`src/verilog/ect_pkg.sv`:
```
// Package for the event counter and pulse timer: register map, field codes, timing.
// Assumes a 200 MHz device clock and an AXI4-Lite register bus with 32-bit data.
`default_nettype none
package ect_pkg;
  localparam int unsigned CLK_MHZ = 200;
  localparam int unsigned US_TICK_CYCLES = CLK_MHZ;
  localparam logic [7:0] US_TICK_LAST = 8'(US_TICK_CYCLES - 1);

  localparam logic [11:0] CNT_CTRL_OFS = 12'h000;
  localparam logic [11:0] CNT_TERM_OFS = 12'h004;
  localparam logic [11:0] CNT_VALUE_OFS = 12'h008;
  localparam logic [11:0] CNT_CAPT_OFS = 12'h00C;
  localparam logic [11:0] CNT_CMD_OFS = 12'h010;
  localparam logic [11:0] PLS_CTRL_OFS = 12'h020;
  localparam logic [11:0] PLS_LEN_OFS = 12'h024;
  localparam logic [11:0] PLS_VALUE_OFS = 12'h028;
  localparam logic [11:0] PLS_STATE_OFS = 12'h02C;
  localparam logic [11:0] PLS_CMD_OFS = 12'h030;

  // Source select codes; code 0 means "off" (command driven)
  localparam logic [3:0] SRC_OFF = 4'h0;
  localparam logic [3:0] SRC_CAP_BEGIN = 4'h1;
  localparam logic [3:0] SRC_CAP_FINISH = 4'h2;
  localparam logic [3:0] SRC_SHUT_OPEN = 4'h3;
  localparam logic [3:0] SRC_SHUT_CLOSE = 4'h4;
  localparam logic [3:0] SRC_UNLOAD_BEGIN = 4'h5;
  localparam logic [3:0] SRC_UNLOAD_FINISH = 4'h6;
  localparam logic [3:0] SRC_PROFILE = 4'h7;
  localparam logic [3:0] SRC_PROFILE_OK = 4'h8;
  localparam logic [3:0] SRC_SYNC = 4'h9;
  localparam logic [3:0] SRC_IO_LINE_THREE = 4'hA;
  localparam logic [3:0] SRC_IO_LINE_FOUR = 4'hB;
  localparam logic [3:0] SRC_PULSE_END = 4'hC;
  localparam logic [3:0] SRC_COUNT_END = 4'hD;

  localparam logic [1:0] EDGE_LOW_TO_HIGH = 2'h0;
  localparam logic [1:0] EDGE_HIGH_TO_LOW = 2'h1;
  localparam logic [1:0] EDGE_BOTH = 2'h2;

  // Control field positions (same layout for both units)
  localparam int unsigned CTL_ENABLE_BIT = 0;
  localparam int unsigned CTL_STEP_SRC_LSB = 4;
  localparam int unsigned CTL_BEGIN_SRC_LSB = 8;
  localparam int unsigned CTL_CLEAR_SRC_LSB = 12;
  localparam int unsigned CTL_STEP_EDGE_LSB = 16;
  localparam int unsigned CTL_BEGIN_EDGE_LSB = 18;
  localparam int unsigned CTL_CLEAR_EDGE_LSB = 20;
  localparam int unsigned CMD_CLEAR_BIT = 0;

  localparam logic [31:0] CTRL_RESET = 32'h0000_0000;
  localparam logic [31:0] TERM_RESET = 32'hFFFF_FFFF;

  typedef enum logic [1:0] {
    ECT_PS_IDLE,
    ECT_PS_WAITING,
    ECT_PS_RUNNING,
    ECT_PS_DONE
  } ect_pulse_state_e;

  typedef logic [3:0] ect_src_t;
endpackage
`default_nettype wire

```
`src/verilog/ect_evt_if.sv`:
```
// Interface carrying the synchronised event set from the event front end to the core.
// Assumes both ends share clk_in.
`default_nettype none
interface ect_evt_if;
  logic [13:1] pulse;
  logic io_line_three_lvl;
  logic io_line_four_lvl;
  logic io_line_three_rise;
  logic io_line_three_fall;
  logic io_line_four_rise;
  logic io_line_four_fall;
  modport src (output pulse, io_line_three_lvl, io_line_four_lvl, io_line_three_rise, io_line_three_fall, io_line_four_rise,
    io_line_four_fall);
  modport dst (input pulse, io_line_three_lvl, io_line_four_lvl, io_line_three_rise, io_line_three_fall, io_line_four_rise,
    io_line_four_fall);
endinterface
`default_nettype wire

```
`src/verilog/ect_line_sync.sv`:
```
// Synchronises the two I/O lines and detects their edges on the synchronised level.
// Assumes lines are asynchronous to clk_in.
`default_nettype none
module ect_line_sync (
  input wire logic clk_in,
  input wire logic rst_n_in,
  input wire logic [1:0] line_in,
  ect_evt_if.src evt
);
  logic [1:0] meta_r;
  logic [1:0] sync_r;
  logic [1:0] last_r;

  always_ff @(posedge clk_in or negedge rst_n_in) begin
    if (!rst_n_in) begin
      meta_r <= 2'h0;
      sync_r <= 2'h0;
      last_r <= 2'h0;
    end else begin
      meta_r <= line_in;
      sync_r <= meta_r;
      last_r <= sync_r;
    end
  end

  assign evt.io_line_three_lvl = sync_r[0];
  assign evt.io_line_four_lvl = sync_r[1];
  assign evt.io_line_three_rise = sync_r[0] & ~last_r[0];
  assign evt.io_line_three_fall = ~sync_r[0] & last_r[0];
  assign evt.io_line_four_rise = sync_r[1] & ~last_r[1];
  assign evt.io_line_four_fall = ~sync_r[1] & last_r[1];
endmodule
`default_nettype wire

```
`src/verilog/ect_top.sv`:
```
// Event counter and single microsecond pulse timer with an AXI4-Lite register slave.
// Assumes sensor event inputs are one-cycle pulses synchronous to clk_in.
//
// Decided for this implementation: the address map and register access over AXI4-Lite.
`default_nettype none
module ect_top (
  input wire logic clk_in,
  input wire logic rst_n_in,
  input wire logic cap_begin_in,
  input wire logic cap_finish_in,
  input wire logic shut_open_in,
  input wire logic shut_close_in,
  input wire logic unload_begin_in,
  input wire logic unload_finish_in,
  input wire logic profile_in,
  input wire logic profile_ok_in,
  input wire logic sync_in,
  input wire logic io_line_three_in,
  input wire logic io_line_four_in,
  output logic count_terminal_event_out,
  output logic pulse_finish_event_out,
  output logic pulse_active_out,
  input wire logic [11:0] s_axi_awaddr_in,
  input wire logic s_axi_awvalid_in,
  output logic s_axi_awready_out,
  input wire logic [31:0] s_axi_wdata_in,
  input wire logic [3:0] s_axi_wstrb_in,
  input wire logic s_axi_wvalid_in,
  output logic s_axi_wready_out,
  output logic [1:0] s_axi_bresp_out,
  output logic s_axi_bvalid_out,
  input wire logic s_axi_bready_in,
  input wire logic [11:0] s_axi_araddr_in,
  input wire logic s_axi_arvalid_in,
  output logic s_axi_arready_out,
  output logic [31:0] s_axi_rdata_out,
  output logic [1:0] s_axi_rresp_out,
  output logic s_axi_rvalid_out,
  input wire logic s_axi_rready_in
);
  ect_evt_if evt ();

  ect_line_sync u_sync (
    .clk_in(clk_in),
    .rst_n_in(rst_n_in),
    .line_in({io_line_four_in, io_line_three_in}),
    .evt(evt)
  );

  logic cnt_end_r;
  logic pls_end_r;
  assign evt.pulse = {cnt_end_r, pls_end_r, evt.io_line_four_lvl, evt.io_line_three_lvl, sync_in,
    profile_ok_in, profile_in, unload_finish_in, unload_begin_in, shut_close_in,
    shut_open_in, cap_finish_in, cap_begin_in};

  // One decoder serves every source select, except a counter begin on the counter end, which starts at once, and a pulse begin off, which takes the command
  function automatic logic src_fire(input ect_pkg::ect_src_t src, input logic [1:0] edge_sel,
    input logic [13:1] ev, input logic [3:0] ln);
    logic [1:0] e;
    e = 2'h0;
    if (src == ect_pkg::SRC_IO_LINE_THREE) begin
      e = ln[1:0];
    end else if (src == ect_pkg::SRC_IO_LINE_FOUR) begin
      e = ln[3:2];
    end
    if (src == ect_pkg::SRC_IO_LINE_THREE || src == ect_pkg::SRC_IO_LINE_FOUR) begin
      unique case (edge_sel)
        ect_pkg::EDGE_LOW_TO_HIGH: src_fire = e[0];
        ect_pkg::EDGE_HIGH_TO_LOW: src_fire = e[1];
        default: src_fire = e[0] | e[1];
      endcase
    end else if (src == ect_pkg::SRC_OFF || src > ect_pkg::SRC_COUNT_END) begin
      src_fire = 1'b0;
    end else begin
      src_fire = ev[src];
    end
  endfunction

  logic [3:0] lines;
  assign lines = {evt.io_line_four_fall, evt.io_line_four_rise, evt.io_line_three_fall, evt.io_line_three_rise};

  logic [31:0] cnt_ctrl_r;
  logic [31:0] cnt_term_r;
  logic [31:0] cnt_val_r;
  logic [31:0] cnt_capt_r;
  logic cnt_run_r;
  logic [31:0] pls_ctrl_r;
  logic [31:0] pls_len_r;
  logic [31:0] pls_val_r;
  logic [7:0] tick_r;
  ect_pkg::ect_pulse_state_e pls_state_r;

  logic cnt_cmd;
  logic pls_cmd;
  logic cfg_wr;
  logic [11:0] wr_addr;

  ect_pkg::ect_src_t cnt_step_src;
  ect_pkg::ect_src_t cnt_begin_src;
  ect_pkg::ect_src_t cnt_clear_src;
  ect_pkg::ect_src_t pls_begin_src;
  assign cnt_step_src = cnt_ctrl_r[ect_pkg::CTL_STEP_SRC_LSB +: 4];
  assign cnt_begin_src = cnt_ctrl_r[ect_pkg::CTL_BEGIN_SRC_LSB +: 4];
  assign cnt_clear_src = cnt_ctrl_r[ect_pkg::CTL_CLEAR_SRC_LSB +: 4];
  assign pls_begin_src = pls_ctrl_r[ect_pkg::CTL_BEGIN_SRC_LSB +: 4];

  logic cnt_step;
  logic cnt_begin;
  logic cnt_clear_src_hit;
  logic cnt_at_term;
  assign cnt_step = src_fire(cnt_step_src, cnt_ctrl_r[ect_pkg::CTL_STEP_EDGE_LSB +: 2],
    evt.pulse, lines);
  assign cnt_begin = src_fire(cnt_begin_src, cnt_ctrl_r[ect_pkg::CTL_BEGIN_EDGE_LSB +: 2],
    evt.pulse, lines);
  assign cnt_clear_src_hit = src_fire(cnt_clear_src,
    cnt_ctrl_r[ect_pkg::CTL_CLEAR_EDGE_LSB +: 2], evt.pulse, lines);
  assign cnt_at_term = cnt_run_r && cnt_step && (cnt_val_r + 32'h1 == cnt_term_r);

  // Counter
  always_ff @(posedge clk_in or negedge rst_n_in) begin
    if (!rst_n_in) begin
      cnt_val_r <= 32'h0;
      cnt_capt_r <= 32'h0;
      cnt_run_r <= 1'b0;
      cnt_end_r <= 1'b0;
    end else begin
      cnt_end_r <= cnt_at_term;
      if (!cnt_ctrl_r[ect_pkg::CTL_ENABLE_BIT]) begin
        cnt_run_r <= 1'b0;
      end else if (cnt_cmd) begin
        cnt_capt_r <= cnt_val_r;
        cnt_val_r <= 32'h0;
        cnt_run_r <= 1'b1;
      end else if (cnt_clear_src_hit) begin
        cnt_capt_r <= cnt_val_r;
        cnt_val_r <= 32'h0;
        // Self-reload keeps running; other sources wait for a new begin
        cnt_run_r <= (cnt_clear_src == ect_pkg::SRC_COUNT_END);
      end else begin
        if (!cnt_run_r && (cnt_begin_src == ect_pkg::SRC_COUNT_END || cnt_begin)) begin
          cnt_run_r <= 1'b1;
        end
        if (cnt_run_r && cnt_step) begin
          cnt_val_r <= cnt_val_r + 32'h1;
        end
      end
    end
  end

  // Microsecond tick keeps running, so the first counted microsecond of a pulse can be cut short
  always_ff @(posedge clk_in or negedge rst_n_in) begin
    if (!rst_n_in) begin
      tick_r <= 8'h0;
    end else if (tick_r == ect_pkg::US_TICK_LAST) begin
      tick_r <= 8'h0;
    end else begin
      tick_r <= tick_r + 8'h1;
    end
  end
  logic us_tick;
  assign us_tick = (tick_r == ect_pkg::US_TICK_LAST);

  logic pls_on;
  logic pls_begin;
  logic pls_src_off;
  assign pls_on = pls_ctrl_r[ect_pkg::CTL_ENABLE_BIT];
  assign pls_src_off = (pls_begin_src == ect_pkg::SRC_OFF);
  assign pls_begin = pls_src_off ? pls_cmd : src_fire(pls_begin_src,
    pls_ctrl_r[ect_pkg::CTL_BEGIN_EDGE_LSB +: 2], evt.pulse, lines);

  // Pulse timer
  always_ff @(posedge clk_in or negedge rst_n_in) begin
    if (!rst_n_in) begin
      pls_state_r <= ect_pkg::ECT_PS_IDLE;
      pls_val_r <= 32'h0;
      pls_end_r <= 1'b0;
    end else begin
      pls_end_r <= 1'b0;
      if (pls_cmd) begin
        pls_val_r <= 32'h0;
      end
      if (!pls_on) begin
        pls_state_r <= pls_src_off ? ect_pkg::ECT_PS_IDLE : ect_pkg::ECT_PS_WAITING;
      end else begin
        unique case (pls_state_r)
          ect_pkg::ECT_PS_IDLE,
          ect_pkg::ECT_PS_WAITING,
          ect_pkg::ECT_PS_DONE: begin
            if (pls_begin) begin
              pls_val_r <= 32'h0;
              pls_state_r <= ect_pkg::ECT_PS_RUNNING;
            end
          end
          ect_pkg::ECT_PS_RUNNING: begin
            if (!pls_cmd && us_tick) begin
              pls_val_r <= pls_val_r + 32'h1;
              if (pls_val_r + 32'h1 >= pls_len_r) begin
                pls_end_r <= 1'b1;
                pls_state_r <= ect_pkg::ECT_PS_DONE;
              end
            end
          end
        endcase
      end
    end
  end

  logic [1:0] pls_state_rd;
  always_comb begin
    if (pls_src_off) begin
      pls_state_rd = 2'(ect_pkg::ECT_PS_IDLE);
    end else if (pls_state_r == ect_pkg::ECT_PS_IDLE) begin
      pls_state_rd = 2'(ect_pkg::ECT_PS_WAITING);
    end else begin
      pls_state_rd = 2'(pls_state_r);
    end
  end

  assign count_terminal_event_out = cnt_end_r;
  assign pulse_finish_event_out = pls_end_r;
  assign pulse_active_out = (pls_state_r == ect_pkg::ECT_PS_RUNNING);

  // AXI4-Lite write side: address and data latched independently
  logic aw_r;
  logic w_r;
  logic [11:0] awaddr_r;
  logic [31:0] wdata_r;
  logic [3:0] wstrb_r;
  logic bvalid_r;
  logic bad_r;
  assign s_axi_awready_out = !aw_r && !bvalid_r;
  assign s_axi_wready_out = !w_r && !bvalid_r;
  assign wr_addr = awaddr_r;
  logic wr_go;
  assign wr_go = aw_r && w_r && !bvalid_r;
  logic wr_mapped;
  assign wr_mapped = wr_addr == ect_pkg::CNT_CTRL_OFS || wr_addr == ect_pkg::CNT_TERM_OFS ||
    wr_addr == ect_pkg::CNT_CMD_OFS || wr_addr == ect_pkg::PLS_CTRL_OFS ||
    wr_addr == ect_pkg::PLS_LEN_OFS || wr_addr == ect_pkg::PLS_CMD_OFS;
  assign cnt_cmd = wr_go && wr_addr == ect_pkg::CNT_CMD_OFS && wstrb_r[0] &&
    wdata_r[ect_pkg::CMD_CLEAR_BIT];
  assign pls_cmd = wr_go && wr_addr == ect_pkg::PLS_CMD_OFS && wstrb_r[0] &&
    wdata_r[ect_pkg::CMD_CLEAR_BIT];
  // Pulse settings accepted only while disabled, except the enable bit itself
  assign cfg_wr = wr_go && !pls_on;

  function automatic logic [31:0] merge(input logic [31:0] old, input logic [31:0] nw,
    input logic [3:0] be);
    for (int i = 0; i < 4; i++) begin
      merge[i*8 +: 8] = be[i] ? nw[i*8 +: 8] : old[i*8 +: 8];
    end
  endfunction

  always_ff @(posedge clk_in or negedge rst_n_in) begin
    if (!rst_n_in) begin
      aw_r <= 1'b0;
      w_r <= 1'b0;
      awaddr_r <= 12'h0;
      wdata_r <= 32'h0;
      wstrb_r <= 4'h0;
      bvalid_r <= 1'b0;
      bad_r <= 1'b0;
    end else begin
      if (s_axi_awvalid_in && s_axi_awready_out) begin
        aw_r <= 1'b1;
        awaddr_r <= {s_axi_awaddr_in[11:2], 2'h0};
      end
      if (s_axi_wvalid_in && s_axi_wready_out) begin
        w_r <= 1'b1;
        wdata_r <= s_axi_wdata_in;
        wstrb_r <= s_axi_wstrb_in;
      end
      if (wr_go) begin
        aw_r <= 1'b0;
        w_r <= 1'b0;
        bvalid_r <= 1'b1;
        bad_r <= !wr_mapped;
      end else if (bvalid_r && s_axi_bready_in) begin
        bvalid_r <= 1'b0;
      end
    end
  end
  assign s_axi_bvalid_out = bvalid_r;
  assign s_axi_bresp_out = bad_r ? 2'h2 : 2'h0;

  always_ff @(posedge clk_in or negedge rst_n_in) begin
    if (!rst_n_in) begin
      cnt_ctrl_r <= ect_pkg::CTRL_RESET;
      cnt_term_r <= ect_pkg::TERM_RESET;
      pls_ctrl_r <= ect_pkg::CTRL_RESET;
      pls_len_r <= 32'h0;
    end else if (wr_go) begin
      if (wr_addr == ect_pkg::CNT_CTRL_OFS) begin
        cnt_ctrl_r <= merge(cnt_ctrl_r, wdata_r, wstrb_r);
      end
      if (wr_addr == ect_pkg::CNT_TERM_OFS) begin
        cnt_term_r <= merge(cnt_term_r, wdata_r, wstrb_r);
      end
      if (wr_addr == ect_pkg::PLS_CTRL_OFS) begin
        if (cfg_wr) begin
          pls_ctrl_r <= merge(pls_ctrl_r, wdata_r, wstrb_r);
        end else if (wstrb_r[0]) begin
          pls_ctrl_r[ect_pkg::CTL_ENABLE_BIT] <= wdata_r[ect_pkg::CTL_ENABLE_BIT];
        end
      end
      if (wr_addr == ect_pkg::PLS_LEN_OFS && cfg_wr) begin
        pls_len_r <= merge(pls_len_r, wdata_r, wstrb_r);
      end
    end
  end

  // AXI4-Lite read side: one-cycle registered answer
  logic rvalid_r;
  logic [31:0] rdata_r;
  logic rbad_r;
  assign s_axi_arready_out = !rvalid_r;
  always_ff @(posedge clk_in or negedge rst_n_in) begin
    if (!rst_n_in) begin
      rvalid_r <= 1'b0;
      rdata_r <= 32'h0;
      rbad_r <= 1'b0;
    end else if (s_axi_arvalid_in && s_axi_arready_out) begin
      rvalid_r <= 1'b1;
      rbad_r <= 1'b0;
      unique case ({s_axi_araddr_in[11:2], 2'h0})
        ect_pkg::CNT_CTRL_OFS: rdata_r <= cnt_ctrl_r;
        ect_pkg::CNT_TERM_OFS: rdata_r <= cnt_term_r;
        ect_pkg::CNT_VALUE_OFS: rdata_r <= cnt_val_r;
        ect_pkg::CNT_CAPT_OFS: rdata_r <= cnt_capt_r;
        ect_pkg::PLS_CTRL_OFS: rdata_r <= pls_ctrl_r;
        ect_pkg::PLS_LEN_OFS: rdata_r <= pls_len_r;
        ect_pkg::PLS_VALUE_OFS: rdata_r <= pls_val_r;
        ect_pkg::PLS_STATE_OFS: rdata_r <= {30'h0, pls_state_rd};
        ect_pkg::CNT_CMD_OFS,
        ect_pkg::PLS_CMD_OFS: rdata_r <= 32'h0;
        default: begin
          rdata_r <= 32'h0;
          rbad_r <= 1'b1;
        end
      endcase
    end else if (rvalid_r && s_axi_rready_in) begin
      rvalid_r <= 1'b0;
    end
  end
  assign s_axi_rvalid_out = rvalid_r;
  assign s_axi_rdata_out = rdata_r;
  assign s_axi_rresp_out = rbad_r ? 2'h2 : 2'h0;

  a_cnt_clear_capt: assert property (@(posedge clk_in) disable iff (!rst_n_in)
    cnt_cmd && cnt_ctrl_r[0] |=> cnt_val_r == 32'h0 && cnt_capt_r == $past(cnt_val_r) && cnt_run_r)
    else $error("counter clear did not zero and capture");
  a_cnt_term_evt: assert property (@(posedge clk_in) disable iff (!rst_n_in)
    cnt_end_r |-> $past(cnt_val_r) + 32'h1 == cnt_term_r)
    else $error("terminal event without reaching terminal value");
  a_cnt_off_hold: assert property (@(posedge clk_in) disable iff (!rst_n_in)
    cnt_step_src == ect_pkg::SRC_OFF && !cnt_cmd && !cnt_clear_src_hit |=> $stable(cnt_val_r))
    else $error("counter moved with step source off");
  a_cnt_src_wait: assert property (@(posedge clk_in) disable iff (!rst_n_in)
    cnt_ctrl_r[0] && !cnt_cmd && cnt_clear_src_hit && cnt_clear_src != ect_pkg::SRC_COUNT_END
    |=> !cnt_run_r)
    else $error("counter ran on after source clear");
  a_pls_cfg_lock: assert property (@(posedge clk_in) disable iff (!rst_n_in)
    pls_on |=> $stable(pls_len_r))
    else $error("pulse length changed while enabled");
  a_pls_idle_off: assert property (@(posedge clk_in) disable iff (!rst_n_in)
    s_axi_arvalid_in && s_axi_arready_out && pls_src_off &&
    s_axi_araddr_in[11:2] == ect_pkg::PLS_STATE_OFS[11:2] |=> s_axi_rdata_out == 32'h0)
    else $error("state not idle with start source off");
  a_pls_clear_zero: assert property (@(posedge clk_in) disable iff (!rst_n_in)
    pls_cmd |=> pls_val_r == 32'h0)
    else $error("pulse clear did not zero value");
  a_pls_end_done: assert property (@(posedge clk_in) disable iff (!rst_n_in)
    pls_end_r |-> pls_state_r == ect_pkg::ECT_PS_DONE && pls_val_r >= pls_len_r)
    else $error("pulse end without full length");
  a_us_tick_rate: assert property (@(posedge clk_in) disable iff (!rst_n_in)
    us_tick |=> !us_tick [*8])
    else $error("microsecond tick too frequent");
  a_pls_cmd_start: assert property (@(posedge clk_in) disable iff (!rst_n_in)
    pls_on && pls_src_off && pls_cmd && pls_state_r != ect_pkg::ECT_PS_RUNNING
    |=> pls_state_r == ect_pkg::ECT_PS_RUNNING)
    else $error("clear command did not start timer");
endmodule
`default_nettype wire
```
`config.mk`:
```
export PLATFORM = sky130hd
export DESIGN_NAME = ect_top
export DESIGN_NICKNAME = d
export VERILOG_FILES = /design/src/verilog/ect_pkg.sv /design/src/verilog/ect_evt_if.sv /design/src/verilog/ect_line_sync.sv /design/src/verilog/ect_top.sv
export SDC_FILE = /design/constraint.sdc
export NUM_CORES = 1
export LEC_CHECK = 0
export BUFFER_PORTS_ARGS = -buffer_cell sky130_fd_sc_hd__buf_2
export CORE_MARGIN = 5
export CORE_UTILIZATION = 64
export CTS_BUF_LIST = sky130_fd_sc_hd__clkbuf_8 sky130_fd_sc_hd__clkbuf_16
export DETAILED_ROUTE_END_ITERATION = 8
export PLACE_DENSITY = 0.95
export SYNTH_ARGS = -nofsm -noshare
export SYNTH_HDL_FRONTEND = slang
export SYNTH_SLANG_ARGS = --single-unit
export TNS_END_PERCENT = 1
```
`constraint.sdc`:
```
create_clock -name clk_in -period 5.1 [get_ports clk_in]
set_clock_uncertainty 0.15 [all_clocks]
set_input_delay 0.255 -clock clk_in [delete_from_list [all_inputs] [get_ports clk_in]]
set_output_delay 0.255 -clock clk_in [all_outputs]
set_load 0.005 [all_outputs]
```
==> results_dict.tcl <==
set metrics [dict create \
    totalWireLength_um 54920 \
    ys.flop_type "dfrtp_1" \
    rsz0062_at_grt "false" \
    finalCriticalPeriod_ns 4.600 \
    dieArea_mm2 0.03091 \
    detail_route.iter0.violations 2728 \
    synth_seq_cells 327 \
    peakVddDrop_v 0.0003650 \
    grt_use_total_pct 35.11 \
    grt_max_degree 124 \
    cts_htree_levels 2 \
    io_buffers 115 \
    drv_cap 0 \
    grt_overflow 0 \
    cpPeakStageDelay_ns 0.77 \
    synth-edff-count 0 \
    power_density_mw_per_mm2 348.2 \
    critPathTopFamily "simple AND/OR/NAND/NOR gates" \
    clk_pin_slew_ns 0.07 \
    cts_setup_buffers 0 \
    worst_setup_path_end_kind "flop" \
    timing.final.crit_share_pct 90.20 \
    area_delta_synth_final_pct 14.28 \
    finalNetCount 1810 \
    async_flop_share_pct 100.0 \
    drv_slew 0 \
    status "finished, violations left" \
    tightestPinTransition_ns 1.267 \
    critPathKind "flop to flop" \
    tns_ns 0 \
    fmax_mhz 217.4 \
    layout_commonest_cell "dfrtp_1" \
    cts_tree "yes" \
    num_vias 14840 \
    worst_ep_required_time_ns 5.42 \
    vias_per_cell 7.184 \
    cts_sinks 327 \
    p_leak_nw 8.942 \
    antenna_found_initial 2 \
    drc 0 \
    routedWlPerCell_um 26.58 \
    hp-class "primary input to flop" \
    postCtsHoldBufs 54 \
    die_x_um 175.8 \
    nFillCells 1522 \
    hold_violations 1 \
    violations "hold timing" \
    worstPathMaxFanout 8 \
    io_pins 122 \
    final-setup-viol-count 0 \
    start_util_pct 65.11 \
    num_rows 60 \
    post-dp-hpwl_um 34880 \
    ys_seq_area_share_pct 46.73 \
    root_buffer "clkbuf_16" \
    syn_avg_cell_area_um2 11.15 \
    path_cells "and4_1 > nand4_1 > or4_1 > inv_1 > nand2_1 > xnor2_1 > ha_1 > nand4_1 > nor4_1 > o21ai_0 > o21ai_0 > a22o_1" \
    worstPathArrival_ns 4.92 \
    syn_inst 1578 \
    die_h_um 175.8 \
    post_cts_resized 0 \
    ys_warn_count 0 \
    yosysUniqueCellTypes 85 \
    setup.worst_path.start_class "flop" \
    drive_above_1_share_pct 27.54 \
    worst-path-buf-inv 1 \
    hold-worst-slack_ns -0.005823 \
    drt_first_pass_iters 7 \
    place_congestion 0.9828 \
    slew_headroom_pct 15.29 \
    crit_slowest_cell "or4_1" \
    diodes 0 \
    cts_buffer_depth 3 \
    clk_latency_ns 0.55 \
    cts_buffers 36 \
    grt_pass1_wl_um 85550 \
    drtAntennaViolNets 0 \
    syn_area_mm2 0.01760 \
    grt_pass1_vias 15380 \
    coreArea_mm2 0.02703 \
    layout_common_cells "dfrtp_1, mux2_2, buf_2" \
]
==> power by group <==
part | switching (mW) | internal [mW] | total [mW]
sequential | 0.405 | 2.88 | 3.28
combinational | 0.464 | 0.473 | 0.937
clock | 1.14 | 1.64 | 2.78
==> cells in the mapped netlist (14+ instances only) <==
library cell	count	area, µm²
a22oi_1	50	375.4
buf_2	18	90.09
ha_1	35	437.9
xor2_1	44	385.4
a31oi_1	23	143.9
o21ai_0	36	180.2
clkbuf_1	66	247.7
o211ai_1	18	135.1
a222oi_1	26	260.3
nand4_1	19	118.9
inv_1	48	180.2
nor3_1	22	110.1
mux2_4	26	390.4
dfstp_2	32	840.8
a22o_1	23	201.4
a21o_1	34	255.2
nand3_1	62	310.3
nor2_1	92	345.3
dfrtp_1	295	7382
and3_1	14	87.58
or3_1	17	106.4
mux2i_1	14	140.1
mux2_2	186	2095
nand2_1	99	371.6
a21oi_1	29	145.1
xnor2_1	72	630.6
==> worst paths after layout <==
path	from	to	slack [ns]	cells past startpoint
hold / removal	s_axi_araddr_in[8]	rbad_r	-0.006	4
min in group asynchronous	rst_n_in	awaddr_r[11]	0.12	2
hold reg to reg	u_sync.meta_r[0]	u_sync.sync_r[0]	0.21	0
max in group asynchronous	rst_n_in	pls_val_r[24]	3.54	3
setup / recovery	pls_val_r[11]	pls_state_r[0]	0.50	12
setup reg to reg	pls_val_r[11]	pls_state_r[0]	0.50	12
==> worst reg2reg max path, cell delays in order (launching register included) <==
cell     delay, ns
dfrtp_1       0.50
and4_1        0.31
nand4_1       0.25
or4_1         0.77
inv_1         0.24
nand2_1       0.13
xnor2_1       0.19
ha_1          0.39
nand4_1       0.17
nor4_1        0.74
o21ai_0       0.22
o21ai_0       0.30
a22o_1        0.19
==> sequential cells by signal, indices dropped and copies added, names as in the netlist, 2 cells and up <==
signal	flops
cnt_capt_r	32
cnt_ctrl_r	32
cnt_term_r	32
cnt_val_r	32
pls_ctrl_r	32
pls_len_r	32
pls_val_r	32
s_axi_rdata_out	32
wdata_r	32
awaddr_r	10
tick_r	8
wstrb_r	4
pls_state_r	2
u_sync.last_r	2
u_sync.meta_r	2
u_sync.sync_r	2
==> layer usage <==
layer	global-route usage (%)	wire, µm
met2	53.92	24690
met5	0	31
met4	22.45	4346
met3	9.514	6835
met1	44.16	19020
==> final cells by class <==
type | instances | area, µm² | area share [%]
multi-input combinational | 1098 | 8731 | 43.41
sequential | 327 | 8223 | 40.89
timing repair buffer | 186 | 1279 | 6.359
clock buffer | 45 | 1025 | 5.095
tap | 341 | 426.7 | 2.122
clock inverter | 21 | 246.5 | 1.226
inverter | 48 | 180.2 | 0.8959
==> through the flow <==
step	util, %	instances	total power, mW	cell area (µm²)	setup WS, ns
detailed placement	67.71	1946	4.141	18300	1.005
global placement	67.71	1946	4.063	18300	1.167
CTS	74.41	2066	6.923	20110	0.7860
global route	74.41	2066	7.211	20110	0.3773
floorplan	-	1579	3.768	17600	1.727
finish	74.41	2066	7.002	20110	0.4995
==> cells by family after synthesis <==
logic type | count (synthesis) | synth area share, %
multiplexers | 237 | 16.33
adder cells (fa/ha/maj) | 35 | 2.489
AND/OR/NAND/NOR | 413 | 12.29
buffers and inverters | 154 | 3.875
XOR/XNOR | 116 | 5.774
AO/OA/AOI/OAI | 295 | 12.50
other | 1 | 0.02131
flip-flops | 327 | 46.73
No activity file was read; power rests on OpenSTA's default activity.
